$ cat src/hdl/hmsf_pkg.sv
// Constants and types shared by the host mailbox and state flag block
package hmsf_pkg;
  // AXI4-Lite byte offsets
  localparam logic [7:0] HMSF_OFF_MBOX_HIGH = 8'h00;
  localparam logic [7:0] HMSF_OFF_MBOX_LOW  = 8'h04;
  localparam logic [7:0] HMSF_OFF_EXT_STATE = 8'h08;
  localparam logic [7:0] HMSF_OFF_IRQ_STAT  = 8'h0C;
  localparam logic [7:0] HMSF_OFF_IRQ_MASK  = 8'h10;

  // AXI responses
  localparam logic [1:0] HMSF_RESP_OKAY   = 2'h0;
  localparam logic [1:0] HMSF_RESP_SLVERR = 2'h2;

  // Reset values
  localparam logic [15:0] HMSF_MBOX_RESET = 16'h0000;
  localparam logic [1:0]  HMSF_IRQ_RESET  = 2'h0;

  // Interrupt status bit positions
  localparam int HMSF_IRQ_CMD_ARRIVED = 0;
  localparam int HMSF_IRQ_RESP_TAKEN  = 1;
  localparam int HMSF_IRQ_BITS        = 2;

  // External state view bit positions
  localparam int HMSF_ES_ALWAYS    = 15;
  localparam int HMSF_ES_DMA2_Q    = 14;
  localparam int HMSF_ES_DMA1_Q    = 13;
  localparam int HMSF_ES_DMA2_OQ   = 12;
  localparam int HMSF_ES_DMA1_OQ   = 11;
  localparam int HMSF_ES_TX_FULL   = 10;
  localparam int HMSF_ES_RX_NZ     = 9;
  localparam int HMSF_ES_SPARSE    = 8;
  localparam int HMSF_ES_RESP_OUT  = 7;
  localparam int HMSF_ES_CMD_IN    = 6;
  localparam int HMSF_ES_CELL_OP   = 5;
  localparam int HMSF_ES_CELL_FLAG = 4;
  localparam int HMSF_ES_RX_GE4    = 3;
  localparam int HMSF_ES_TX_LE2    = 2;
  localparam int HMSF_ES_SENSE_B   = 1;
  localparam int HMSF_ES_SENSE_A   = 0;

  // Counter thresholds
  localparam int HMSF_TX_LOW_MARK  = 2;
  localparam int HMSF_RX_HIGH_MARK = 4;

  // Timing in core instructions
  localparam int HMSF_FLAG_DELAY_INSTR  = 5;
  localparam int HMSF_EVENT_DELAY_INSTR = 3;

  typedef struct packed {
    logic dma2_queue_busy;
    logic dma2_out_busy;
    logic dma1_queue_busy;
    logic dma1_out_busy;
  } hmsf_dma_busy_type;
endpackage : hmsf_pkg

$ cat src/hdl/hmsf_mailbox.sv
// Host mailbox with handshake flags, external state view and AXI4-Lite slave
// Behaviour
// - 32-bit mailbox built from high and low 16-bit word registers.
// - Core read of high word clears the command-in pending flag.
// - Core write of high word sets the response-out valid flag.
// - Response-out valid appears five instructions after the high word write.
// - Command-in pending clears five instructions after the high word read.
// - External state view is read-only and shows internal conditions and pins.
// - State bit 15 always reads one, for unconditional branches.
// - Bits 14 and 13 show DMA2 and DMA1 queue stage busy.
// - Bits 12 and 11 show DMA2 and DMA1 output or queue busy.
// - Bit 10 at transmit counter full, bit 2 at counter two or less.
// - Bit 9 receive counter nonzero, bit 3 receive counter four or more.
// - Bit 5 cell scheduler operation, bit 4 assigned cell flag.
// - Bits 1 and 0 show sense inputs B and A, three instructions delayed.
//
// Chosen here: the address map and the AXI4-Lite interface to the registers.
`timescale 1ns/100ps
module hmsf_mailbox
  import hmsf_pkg::*;
#(
  parameter int         INSTR_CYCLES = 1,
  parameter int         CNT_W        = 8,
  parameter int         SPARSE_W     = 16,
  parameter logic [7:0] TX_FULL_VAL  = 8'h08
) (
  input  logic                    aclk,
  input  logic                    aresetn,
  input  logic [7:0]              s_axi_awaddr,
  input  logic                    s_axi_awvalid,
  output logic                    s_axi_awready,
  input  logic [31:0]             s_axi_wdata,
  input  logic [3:0]              s_axi_wstrb,
  input  logic                    s_axi_wvalid,
  output logic                    s_axi_wready,
  output logic [1:0]              s_axi_bresp,
  output logic                    s_axi_bvalid,
  input  logic                    s_axi_bready,
  input  logic [7:0]              s_axi_araddr,
  input  logic                    s_axi_arvalid,
  output logic                    s_axi_arready,
  output logic [31:0]             s_axi_rdata,
  output logic [1:0]              s_axi_rresp,
  output logic                    s_axi_rvalid,
  input  logic                    s_axi_rready,
  input  logic                    host_cmd_write,
  input  logic [31:0]             host_command_in_word,
  input  logic                    host_resp_take,
  output logic [31:0]             response_out_word,
  output logic                    resp_out_valid,
  output logic                    cmd_in_pending,
  input  hmsf_dma_busy_type       dma_busy,
  input  logic [7:0]              tx_fill_count,
  input  logic [7:0]              rx_occupancy_count,
  input  logic [SPARSE_W-1:0]     sparse_events,
  input  logic                    cell_sched_op,
  input  logic                    assigned_cell_flag,
  input  logic                    sense_input_a,
  input  logic                    sense_input_b,
  output logic                    irq
);
  localparam int FLAG_CYC = HMSF_FLAG_DELAY_INSTR * INSTR_CYCLES;
  localparam int EVT_CYC  = HMSF_EVENT_DELAY_INSTR * INSTR_CYCLES;
  // Sense path spends two cycles in the synchroniser
  localparam int CHAIN_D  = EVT_CYC - 1;
  localparam logic [CNT_W-1:0] FLAG_CNT = CNT_W'(FLAG_CYC);
  localparam logic [CNT_W-1:0] CNT_ONE  = CNT_W'(1);
  localparam logic [CNT_W-1:0] CNT_ZERO = CNT_W'(0);

  logic [15:0]               cmd_high;
  logic [15:0]               cmd_low;
  logic [CNT_W-1:0]          clr_cnt;
  logic [CNT_W-1:0]          set_cnt;
  logic [HMSF_IRQ_BITS-1:0]  irq_status;
  logic [HMSF_IRQ_BITS-1:0]  irq_mask;
  logic                      aw_got;
  logic                      w_got;
  logic [7:0]                aw_addr_q;
  logic [31:0]               w_data_q;
  logic [3:0]                w_strb_q;
  logic [1:0]                sense_s1;
  logic [1:0]                sense_s2;
  logic                      sparse_d1;
  logic                      sparse_d2;
  logic [2:0]                chain [CHAIN_D];
  logic [15:0]               ext_state_view;

  // Write channel handshakes
  logic        aw_hs;
  logic        w_hs;
  logic        aw_have;
  logic        w_have;
  logic        do_write;
  logic [7:0]  wr_addr;
  logic [31:0] wr_data;
  logic [3:0]  wr_strb;
  logic        next_aw_got;
  logic        next_w_got;
  logic        next_bvalid;
  logic        wr_hi;
  logic        wr_lo;
  logic        wr_stat;
  logic        wr_mask;
  logic        ar_hs;
  logic        rd_hi;
  logic        next_rvalid;

  assign aw_hs       = s_axi_awvalid & s_axi_awready;
  assign w_hs        = s_axi_wvalid & s_axi_wready;
  assign aw_have     = aw_got | aw_hs;
  assign w_have      = w_got | w_hs;
  assign do_write    = aw_have & w_have & ~s_axi_bvalid;
  assign wr_addr     = aw_got ? aw_addr_q : s_axi_awaddr;
  assign wr_data     = w_got ? w_data_q : s_axi_wdata;
  assign wr_strb     = w_got ? w_strb_q : s_axi_wstrb;
  assign next_aw_got = aw_have & ~do_write;
  assign next_w_got  = w_have & ~do_write;
  assign next_bvalid = do_write | (s_axi_bvalid & ~s_axi_bready);
  assign wr_hi       = do_write && wr_addr == HMSF_OFF_MBOX_HIGH;
  assign wr_lo       = do_write && wr_addr == HMSF_OFF_MBOX_LOW;
  assign wr_stat     = do_write && wr_addr == HMSF_OFF_IRQ_STAT;
  assign wr_mask     = do_write && wr_addr == HMSF_OFF_IRQ_MASK;
  assign ar_hs       = s_axi_arvalid & s_axi_arready;
  assign rd_hi       = ar_hs && s_axi_araddr == HMSF_OFF_MBOX_HIGH;
  assign next_rvalid = ar_hs | (s_axi_rvalid & ~s_axi_rready);

  always_ff @(posedge aclk) begin
    if (!aresetn) begin
      aw_got        <= 1'b0;
      w_got         <= 1'b0;
      aw_addr_q     <= 8'h00;
      w_data_q      <= 32'h0000_0000;
      w_strb_q      <= 4'h0;
      s_axi_awready <= 1'b0;
      s_axi_wready  <= 1'b0;
      s_axi_bvalid  <= 1'b0;
      s_axi_bresp   <= HMSF_RESP_OKAY;
    end else begin
      aw_got        <= next_aw_got;
      w_got         <= next_w_got;
      s_axi_awready <= ~next_aw_got & ~next_bvalid;
      s_axi_wready  <= ~next_w_got & ~next_bvalid;
      s_axi_bvalid  <= next_bvalid;
      if (aw_hs) begin
        aw_addr_q <= s_axi_awaddr;
      end
      if (w_hs) begin
        w_data_q <= s_axi_wdata;
        w_strb_q <= s_axi_wstrb;
      end
      if (do_write) begin
        // Read-only view and holes answer with an error, nothing stored
        s_axi_bresp <= (wr_hi | wr_lo | wr_stat | wr_mask) ? HMSF_RESP_OKAY : HMSF_RESP_SLVERR;
      end
    end
  end

  // Outbound response word, byte lanes 0 and 1 only
  always_ff @(posedge aclk) begin
    if (!aresetn) begin
      response_out_word <= {HMSF_MBOX_RESET, HMSF_MBOX_RESET};
    end else begin
      for (int b = 0; b < 2; b++) begin
        if (wr_hi && wr_strb[b]) begin
          response_out_word[16+8*b +: 8] <= wr_data[8*b +: 8];
        end
        if (wr_lo && wr_strb[b]) begin
          response_out_word[8*b +: 8] <= wr_data[8*b +: 8];
        end
      end
    end
  end

  // Inbound command word from the host
  always_ff @(posedge aclk) begin
    if (!aresetn) begin
      cmd_high <= HMSF_MBOX_RESET;
      cmd_low  <= HMSF_MBOX_RESET;
    end else if (host_cmd_write) begin
      cmd_high <= host_command_in_word[31:16];
      cmd_low  <= host_command_in_word[15:0];
    end
  end

  // Command pending: delayed clear; a new host command wins and cancels it
  always_ff @(posedge aclk) begin
    if (!aresetn) begin
      cmd_in_pending <= 1'b0;
      clr_cnt        <= CNT_ZERO;
    end else begin
      if (host_cmd_write) begin
        cmd_in_pending <= 1'b1;
        clr_cnt        <= CNT_ZERO;
      end else if (rd_hi) begin
        clr_cnt <= FLAG_CNT;
      end else if (clr_cnt != CNT_ZERO) begin
        clr_cnt <= clr_cnt - CNT_ONE;
        if (clr_cnt == CNT_ONE) begin
          cmd_in_pending <= 1'b0;
        end
      end
    end
  end

  // Response valid: delayed set wins over a host take in the same cycle
  always_ff @(posedge aclk) begin
    if (!aresetn) begin
      resp_out_valid <= 1'b0;
      set_cnt        <= CNT_ZERO;
    end else begin
      if (wr_hi) begin
        set_cnt <= FLAG_CNT;
      end else if (set_cnt != CNT_ZERO) begin
        set_cnt <= set_cnt - CNT_ONE;
      end
      if (set_cnt == CNT_ONE) begin
        resp_out_valid <= 1'b1;
      end else if (host_resp_take) begin
        resp_out_valid <= 1'b0;
      end
    end
  end

  // Interrupt status, write one to clear, hardware set wins
  logic [HMSF_IRQ_BITS-1:0] irq_events;
  logic [HMSF_IRQ_BITS-1:0] next_irq_status;
  always_comb begin
    irq_events                       = '0;
    irq_events[HMSF_IRQ_CMD_ARRIVED] = host_cmd_write;
    irq_events[HMSF_IRQ_RESP_TAKEN]  = host_resp_take & resp_out_valid;
    next_irq_status                  = irq_status;
    if (wr_stat && wr_strb[0]) begin
      next_irq_status = irq_status & ~wr_data[HMSF_IRQ_BITS-1:0];
    end
    next_irq_status = next_irq_status | irq_events;
  end

  always_ff @(posedge aclk) begin
    if (!aresetn) begin
      irq_status <= HMSF_IRQ_RESET;
      irq_mask   <= HMSF_IRQ_RESET;
      irq        <= 1'b0;
    end else begin
      irq_status <= next_irq_status;
      if (wr_mask && wr_strb[0]) begin
        irq_mask <= wr_data[HMSF_IRQ_BITS-1:0];
      end
      irq <= |(irq_status & irq_mask);
    end
  end

  // Sense pins are asynchronous; sparse events come from same-clock logic
  always_ff @(posedge aclk) begin
    if (!aresetn) begin
      sense_s1  <= 2'h0;
      sense_s2  <= 2'h0;
      sparse_d1 <= 1'b0;
      sparse_d2 <= 1'b0;
    end else begin
      sense_s1  <= {sense_input_b, sense_input_a};
      sense_s2  <= sense_s1;
      sparse_d1 <= |sparse_events;
      sparse_d2 <= sparse_d1;
    end
  end

  // Delay chain pads both paths out to the event latency
  generate
    for (genvar i = 0; i < CHAIN_D; i++) begin : g_chain
      always_ff @(posedge aclk) begin
        if (!aresetn) begin
          chain[i] <= 3'h0;
        end else if (i == 0) begin
          chain[i] <= {sparse_d2, sense_s2};
        end else begin
          chain[i] <= chain[(i == 0) ? 0 : i-1];
        end
      end
    end
  endgenerate

  always_comb begin
    ext_state_view                    = 16'h0000;
    ext_state_view[HMSF_ES_ALWAYS]    = 1'b1;
    ext_state_view[HMSF_ES_DMA2_Q]    = dma_busy.dma2_queue_busy;
    ext_state_view[HMSF_ES_DMA1_Q]    = dma_busy.dma1_queue_busy;
    ext_state_view[HMSF_ES_DMA2_OQ]   = dma_busy.dma2_out_busy | dma_busy.dma2_queue_busy;
    ext_state_view[HMSF_ES_DMA1_OQ]   = dma_busy.dma1_out_busy | dma_busy.dma1_queue_busy;
    ext_state_view[HMSF_ES_TX_FULL]   = tx_fill_count == TX_FULL_VAL;
    ext_state_view[HMSF_ES_TX_LE2]    = tx_fill_count <= 8'(HMSF_TX_LOW_MARK);
    ext_state_view[HMSF_ES_RX_NZ]     = rx_occupancy_count != 8'h00;
    ext_state_view[HMSF_ES_RX_GE4]    = rx_occupancy_count >= 8'(HMSF_RX_HIGH_MARK);
    ext_state_view[HMSF_ES_SPARSE]    = chain[CHAIN_D-1][2];
    ext_state_view[HMSF_ES_RESP_OUT]  = resp_out_valid;
    ext_state_view[HMSF_ES_CMD_IN]    = cmd_in_pending;
    ext_state_view[HMSF_ES_CELL_OP]   = cell_sched_op;
    ext_state_view[HMSF_ES_CELL_FLAG] = assigned_cell_flag;
    ext_state_view[HMSF_ES_SENSE_B]   = chain[CHAIN_D-1][1];
    ext_state_view[HMSF_ES_SENSE_A]   = chain[CHAIN_D-1][0];
  end

  // Read channel
  always_ff @(posedge aclk) begin
    if (!aresetn) begin
      s_axi_arready <= 1'b0;
      s_axi_rvalid  <= 1'b0;
      s_axi_rdata   <= 32'h0000_0000;
      s_axi_rresp   <= HMSF_RESP_OKAY;
    end else begin
      s_axi_arready <= ~next_rvalid;
      s_axi_rvalid  <= next_rvalid;
      if (ar_hs) begin
        s_axi_rresp <= HMSF_RESP_OKAY;
        case (s_axi_araddr)
          HMSF_OFF_MBOX_HIGH: s_axi_rdata <= {16'h0000, cmd_high};
          HMSF_OFF_MBOX_LOW:  s_axi_rdata <= {16'h0000, cmd_low};
          HMSF_OFF_EXT_STATE: s_axi_rdata <= {16'h0000, ext_state_view};
          HMSF_OFF_IRQ_STAT:  s_axi_rdata <= {30'h0000_0000, irq_status};
          HMSF_OFF_IRQ_MASK:  s_axi_rdata <= {30'h0000_0000, irq_mask};
          default: begin
            s_axi_rdata <= 32'h0000_0000;
            s_axi_rresp <= HMSF_RESP_SLVERR;
          end
        endcase
      end
    end
  end

  // Helper: host activity since the last core read or write of the high word
  logic host_cmd_seen;
  logic host_take_seen;
  always_ff @(posedge aclk) begin
    if (!aresetn) begin
      host_cmd_seen  <= 1'b0;
      host_take_seen <= 1'b0;
    end else begin
      host_cmd_seen  <= rd_hi ? host_cmd_write : (host_cmd_seen | host_cmd_write);
      host_take_seen <= wr_hi ? 1'b0 : (host_take_seen | host_resp_take);
    end
  end

  // Flag moves at the edge its count ends, so it is sampled one edge later
  localparam int FLAG_SEEN  = FLAG_CYC + 1;
  localparam int EVT_CYC_I  = EVT_CYC;
  // A pin level sampled at one edge is sampled in the view this many edges on
  localparam int EVT_PAST   = EVT_CYC + 1;
endmodule : hmsf_mailbox

$ cat config.mk
export PLATFORM = sky130hd
export DESIGN_NAME = hmsf_mailbox
export DESIGN_NICKNAME = d
export VERILOG_FILES = /design/src/hdl/hmsf_pkg.sv /design/src/hdl/hmsf_mailbox.sv
export SDC_FILE = /design/constraint.sdc
export NUM_CORES = 1
export LEC_CHECK = 0
export BUFFER_PORTS_ARGS = -buffer_cell sky130_fd_sc_hd__buf_2
export CAP_MARGIN = 20
export CORE_ASPECT_RATIO = 2
export CORE_MARGIN = 3
export CORE_UTILIZATION = 35
export DETAILED_ROUTE_END_ITERATION = 12
export PLACE_DENSITY = 0.56
export SKIP_CTS_REPAIR_TIMING = 1
export SLEW_MARGIN = 20
export SYNTH_ARGS = -nofsm -noshare
export SYNTH_HDL_FRONTEND = slang
export SYNTH_SLANG_ARGS = --single-unit
$ cat constraint.sdc
create_clock -name aclk -period 5.7 [get_ports aclk]
set_clock_uncertainty 0.15 [all_clocks]
set_input_delay 0.57 -clock aclk [delete_from_list [all_inputs] [get_ports aclk]]
set_output_delay 0.57 -clock aclk [all_outputs]
set_load 0.01 [all_outputs]
==> flow_summary.yaml, run 1 <==
setup_path:
  critical_path.top_delay_family: "simple AND/OR/NAND/NOR gates"
  critPathMaxFanout: 19
  end_kind: "flip-flop"
  worstPathCellList: "a21oi_1 > or3_1 > nor4_4 > mux2i_1"
  cp.required_ns: 5.89
  critPathArrivalTime_ns: 3.11
  crit_type: "flip-flop to flip-flop"
  crit_buf_inv: 0
  cpPeakStageDelay_ns: 0.90
  cp-start-kind: "flip-flop"
  cp.depth: 4
  r2r_cells: 4
  crit_path_top_delay_cell: "dfxtp_1"
placed_design:
  placed_area_sq_um: 7376
  port-buffer-count: 172
  place_congestion: 0.7593
  dp_worst_setup_slack_ns: 2.699
  hpwl_um: 12930
clocking:
  cts.htree.levels: 4
  tritoncts: "built"
  cts_max_path_buffers: 2
  numCtsBuffers: 17
  insertion_delay_ns: 0.42
  cts_sinks: 150
  cts_root_buf: "clkbuf_16"
  clk_pin_slew_ns: 0.07
timing:
  final.setup.worst_slack_ns: 2.777
  clock.fmax_ghz: 0.3421
  maxSlewHeadroom_pct: 32.75
  whs_ns: 0.2108
  tns_ns: 0
  finalCritPeriodShare_pct: 51.28
  drv_slew: 0
  final-setup-viol-count: 0
  hold_viol: 0
  rsz0062_at_grt: "no"
  worst_pin_slew_ns: 1.007
  min_period_ns: 2.923
routing:
  wl_per_cell_um: 16.20
  viasPerCell: 4.996
  drt_iter0_drc: 156
  vias: 5421
  firstDrtPassIters: 4
  wirelength_um: 17580
  drtAntennaViolNets: 0
  route.detailed.drc: 0
synthesis:
  synth_area_leaders: "dfxtp_1 (46%), mux2i_1 (12%), nand2_1 (6.7%)"
  synth_top_area_share_pct: 46.38
  synth_seq_area_share_pct: 46.38
  yosysUniqueCellTypes: 57
  synth.largest_area_cell: "dfxtp_1"
  yosys_warnings: 0
  syn_area_sq_um: 6475
  ys_seq_elements: 150
  async_flop_share_pct: 0
  avgSynthCellArea_sq_um: 9.171
  synthCells: 706
  synth_edf_count: 0
  dominantRegCellSynth: "dfxtp_1"
power:
  leakagePower_nw: 3.591
  vdd.ir_drop.worst_v: 0.0001981
  p_per_area_nw_per_um2: 357.4
global_route:
  grt_overflow_total: 0
  grt_max_degree: 59
  antenna_found_initial: 0
  grt_first_pass_wirelength_um: 27440
  grt_usage_pct: 17.54
  first_global_vias: 5350
finish:
  drive_above_1_share_pct: 26.95
  syn_to_final_growth_pct: 23.40
  design_area_sq_um: 7990
  finalNetCount: 997
  fin_util_pct: 44.50
  fillers: 1814
  diodes: 0
floorplan:
  io_pins: 209
  core_sq_um: 17960
  die_x_um: 102.2
  dieArea_sq_um: 20270
  die-height_um: 198.4
  initial_core_util_pct: 36.06
  num_rows: 69
run_status:
  status: "complete, no violations"
min_path:
  hold_path.class: "primary input to flip-flop"
  hold_path_depth: 2
job:
  maxCapViolations: 0
## report_power, final
part           leakage (nW)  switching, mW  internal, mW
logic                  2.08          0.266         0.221
registers              1.22         0.0666          1.13
clock network         0.288          0.441         0.736
## sequential cells by signal, summed over array words and instances, names as in the netlist, 2 cells and up
| register | flops |
|---|---|
| irq_mask | 2 |
| aw_addr_q | 8 |
| w_strb_q | 2 |
| cmd_low | 16 |
| chain | 6 |
| irq_status | 2 |
| s_axi_rdata | 16 |
| sense_s1 | 2 |
| set_cnt | 8 |
| sense_s2 | 2 |
| clr_cnt | 8 |
| w_data_q | 16 |
| cmd_high | 16 |
| response_out_word | 32 |
## logic make-up after synthesis
group,synth area share (%)
other cells,0.05792
mux,15.71
simple gates,20.73
flops,46.38
compound gates,9.044
fa+ha+maj,0.9662
buf+inv,5.352
xor+xnor,1.758
## worst reg2reg max path, cell delays in order, from the launching register on
cell,delay (ns)
dfxtp_1,0.90
a21oi_1,0.21
or3_1,0.50
nor4_4,0.82
mux2i_1,0.27
## per-layer routing
metal,up-vias,track usage [%],wire length [um]
met2,175,33.70,9622
li1,2702,-,-
met5,-,0,0
met4,0,6.813,368
met1,2523,17.86,6667
met3,21,3.597,916
## through the flow
step | std cells | total power, mW
finish | 1085 | 2.856
global route | 1085 | 3.002
CTS | 1085 | 2.893
detailed placement | 1053 | 1.704
global placement | 1053 | 1.701
floorplan | 723 | 1.578
## synth_stat cells, drive strengths merged (3+ instances only)
cell and instances:
a21oi 52, and2 13, and3 6, and4 3
buf 29, clkbuf 30, dfxtp 150, ha 5
inv 7, mux2 17, mux2i 78, nand2 115
nand2b 5, nand3 25, nand4 4, nor2 66
nor3 14, nor3b 8, nor4 12, o21ai 9
o21bai 4, o2bb2ai 10, xnor2 9, xor2 4
## area by class of cell
cell class                 instances  area (sq um)  area share [%]
inverter                           7         26.28          0.3288
clock buffer                      21         440.4           5.512
sequential                       150          3003           37.58
timing repair buffer             176         890.9           11.15
multi-input combinational        507          3189           39.92
clock inverter                    11         173.9           2.177
tap                              213         266.5           3.335
## final timing paths
check	start	to	slack, ns
setup / recovery	w_got$_SDFF_PN0_	response_out_word[16]$_SDFFE_PN0P_	2.78
hold / removal	sense_input_a	sense_s1[0]$_SDFF_PN0_	0.21
setup reg to reg	w_got$_SDFF_PN0_	response_out_word[16]$_SDFFE_PN0P_	2.78
hold reg to reg	sparse_d2$_SDFF_PN0_	chain[0][2]$_SDFF_PN0_	0.28
## layout by cell type (no fill, tap or decap), types with 11 or more instances in the layout
cell type  synthesis  layout
nor2_1            66      66
nand3_1           24      24
nor3_1            13      13
dfxtp_1          150     150
and2_1            13      13
buf_2              1     172
nor4_1            11      11
mux2_2            17      17
a21oi_1           51      51
mux2i_1           78      78
clkbuf_16          0      17
nand2_1          115     115
conb_1             1      18
No activity file was read; power rests on OpenSTA's default activity.
==> run 2: changes to the inputs <==
--- a/config.mk
+++ b/config.mk
@@ -5,13 +5,14 @@
 export SDC_FILE = /design/constraint.sdc
 export NUM_CORES = 1
 export LEC_CHECK = 0
+export ABC_AREA = 1
 export BUFFER_PORTS_ARGS = -buffer_cell sky130_fd_sc_hd__buf_2
 export CAP_MARGIN = 20
 export CORE_ASPECT_RATIO = 2
 export CORE_MARGIN = 3
 export CORE_UTILIZATION = 35
 export DETAILED_ROUTE_END_ITERATION = 12
-export PLACE_DENSITY = 0.56
+export PLACE_DENSITY = 0.55
 export SKIP_CTS_REPAIR_TIMING = 1
 export SLEW_MARGIN = 20
 export SYNTH_ARGS = -nofsm -noshare
==> constraint.sdc (replaced) <==
create_clock -name aclk -period 3 [get_ports aclk]
set_clock_uncertainty 0.15 [all_clocks]
set_input_delay 0.3 -clock aclk [delete_from_list [all_inputs] [get_ports aclk]]
set_output_delay 0.3 -clock aclk [all_outputs]
set_load 0.01 [all_outputs]
==> run 2 against run 1 <==
Net effect: the run now ends with hold timing left; via count is 18% higher; flip-flop and latch count stayed put; non-clock buffer count is 38 higher; critical endpoint is now response_out_word[27]$_SDFFE_PN0P_.
==> flow_summary.yaml, run 2 <==
min_path:
  hold_path_depth: 3
  hold_path.class: "primary input to flip-flop"
synthesis:
  synth_top_area_share_pct: 45.17
  yosys-top-cells-count: "nand2_1 (181), dfxtp_1 (150), nor2_1 (149)"
  synth_area_leaders: "dfxtp_1 (45%), nand2_1 (10%), nor2_1 (8.4%)"
  ys_seq_elements: 150
  synthCells: 939
  async_flop_share_pct: 0
  syn_area_sq_um: 6648
  yosys_warnings: 0
  yosysMostFrequentCell: "nand2_1"
  dominantRegCellSynth: "dfxtp_1"
  synth_seq_area_share_pct: 45.17
  synth.largest_area_cell: "dfxtp_1"
  synth_edf_count: 0
  yosysUniqueCellTypes: 39
  avgSynthCellArea_sq_um: 7.079
global_route:
  first_global_vias: 6081
  grt_usage_pct: 18.67
  grt_first_pass_wirelength_um: 30350
  grt_overflow_total: 0
  antenna_found_initial: 1
  grt_max_degree: 73
routing:
  wirelength_um: 19090
  route.detailed.drc: 0
  wl_per_cell_um: 13.69
  drt_iter0_drc: 170
  viasPerCell: 4.591
  firstDrtPassIters: 4
  drtAntennaViolNets: 0
  vias: 6404
setup_path:
  critPathArrivalTime_ns: 2.22
  cp-start-kind: "flip-flop"
  end_kind: "flip-flop"
  critPathMaxFanout: 20
  crit_type: "flip-flop to flip-flop"
  cp.required_ns: 3.13
  r2r_cells: 10
clocking:
  cts_sinks: 150
  numCtsBuffers: 17
  cts_root_buf: "clkbuf_16"
  cts_max_path_buffers: 2
  insertion_delay_ns: 0.42
  tritoncts: "built"
  cts.htree.levels: 4
  clk_pin_slew_ns: 0.06
run_status:
  status: "finished, violations left"
  violations: "hold timing"
finish:
  finalNetCount: 1269
  fin_util_pct: 46.45
  largest_register_ffs: 32
  final_cell_mix: "nand2_1 (181), buf_2 (172), dfxtp_1 (150)"
  drive_above_1_share_pct: 21.17
  syn_to_final_growth_pct: 29.12
  top_register: "response_out_word"
  diodes: 0
  fillers: 1920
  final_common_cell: "nand2_1"
floorplan:
  io_pins: 209
  die_x_um: 103.5
  initial_core_util_pct: 35.97
  num_rows: 70
  die-height_um: 200.9
  core_sq_um: 18480
  dieArea_sq_um: 20780
power:
  switchingPower_mw: 1.738
  power_frac_clock_pct: 38.7
  p_per_area_nw_per_um2: 676.8
  swShare_pct: 29.93
  intPower_mw: 4.071
  vdd.ir_drop.worst_v: 0.0003505
  seqPwrFrac_pct: 39.8
  combPwrFrac_pct: 21.5
  leakagePower_nw: 4.068
timing:
  tns_ns: 0
  hold_viol: 5
  min_period_ns: 2.089
  maxSlewHeadroom_pct: 56.32
  final-setup-viol-count: 0
  drv_slew: 0
  worst_pin_slew_ns: 0.6551
  finalCritPeriodShare_pct: 69.65
  clock.fmax_ghz: 0.4786
  whs_ns: -0.04594
  rsz0062_at_grt: "no"
placed_design:
  hpwl_um: 13830
  port-buffer-count: 172
  place_congestion: 0.8173
job:
  maxCapViolations: 0
-- run 2: layout make-up --
cell class,count,area (sq um),share of cell area [%]
clock inverter,12,178.9,2.085
sequential,150,3003,34.99
tap,252,315.3,3.673
multi-input combinational,640,2987,34.80
clock buffer,19,432.9,5.044
timing repair buffer,214,1261,14.69
inverter,108,405.4,4.723
-- run 2: metrics by stage --
stage	total power, mW	setup WS (ns)	instances	area, sq um
global route	6.169	0.6900	1395	8583
CTS	5.842	0.8806	1366	8293
floorplan	3.260	1.329	956	6711
global placement	3.569	0.9023	1335	7681
detailed placement	3.581	0.9023	1335	7681
finish	5.809	0.9105	1395	8583
-- run 2: cell families (layout without fill, tap and decap cells) --
kind of cell | after synthesis | after routing | synth area share [%]
and+or+nand+nor | 436 | 436 | 28.55
adders and majority gates | 5 | 5 | 0.9411
DFF | 150 | 150 | 45.17
AOI/OAI and AO/OA | 172 | 172 | 13.23
other | 1 | 18 | 0.05641
buffers and inverters | 166 | 353 | 10.86
xor gates and xnor gates | 9 | 9 | 1.186
-- run 2: routing by layer --
metal	vias to the layer above	GRT usage, %	routed length [um]
met3	30	3.583	720
met5	-	0	0
met2	166	36.14	10870
met4	0	6.207	385
li1	3325	-	-
met1	2883	18.91	7119
-- run 2: final timing paths --
kind	startpoint	end	slack, ns
max	w_got$_SDFF_PN0_	response_out_word[27]$_SDFFE_PN0P_	0.91
min	host_command_in_word[19]	cmd_high[3]$_SDFFE_PN0P_	-0.05
max reg2reg	w_got$_SDFF_PN0_	response_out_word[27]$_SDFFE_PN0P_	0.91
min reg2reg	chain[0][2]$_SDFF_PN0_	chain[1][2]$_SDFF_PN0_	0.26
-- run 2: worst max-delay path: stages (launching register included) --
cell and delay [ns]:
dfxtp_1 0.46, clkinv_1 0.18, nand2_2 0.15, nand2_1 0.08, nor2_2 0.10, nand3_1 0.11, nor2_2 0.09, buf_4 0.26
nand2_2 0.18, nand2_1 0.11, a21oi_1 0.06
-- run 2: power groups by stage --
stage          Sequential [mW]  Clock, mW  Combinational (mW)
6_report                  2.31       2.25                1.25
5_1_grt                   2.34       2.38                1.45
4_1_cts                   2.31       2.30                1.23
3_5_place_dp              2.36          0                1.22
3_3_place_gp              2.36          0                1.21
2_1_floorplan             2.33          0               0.930
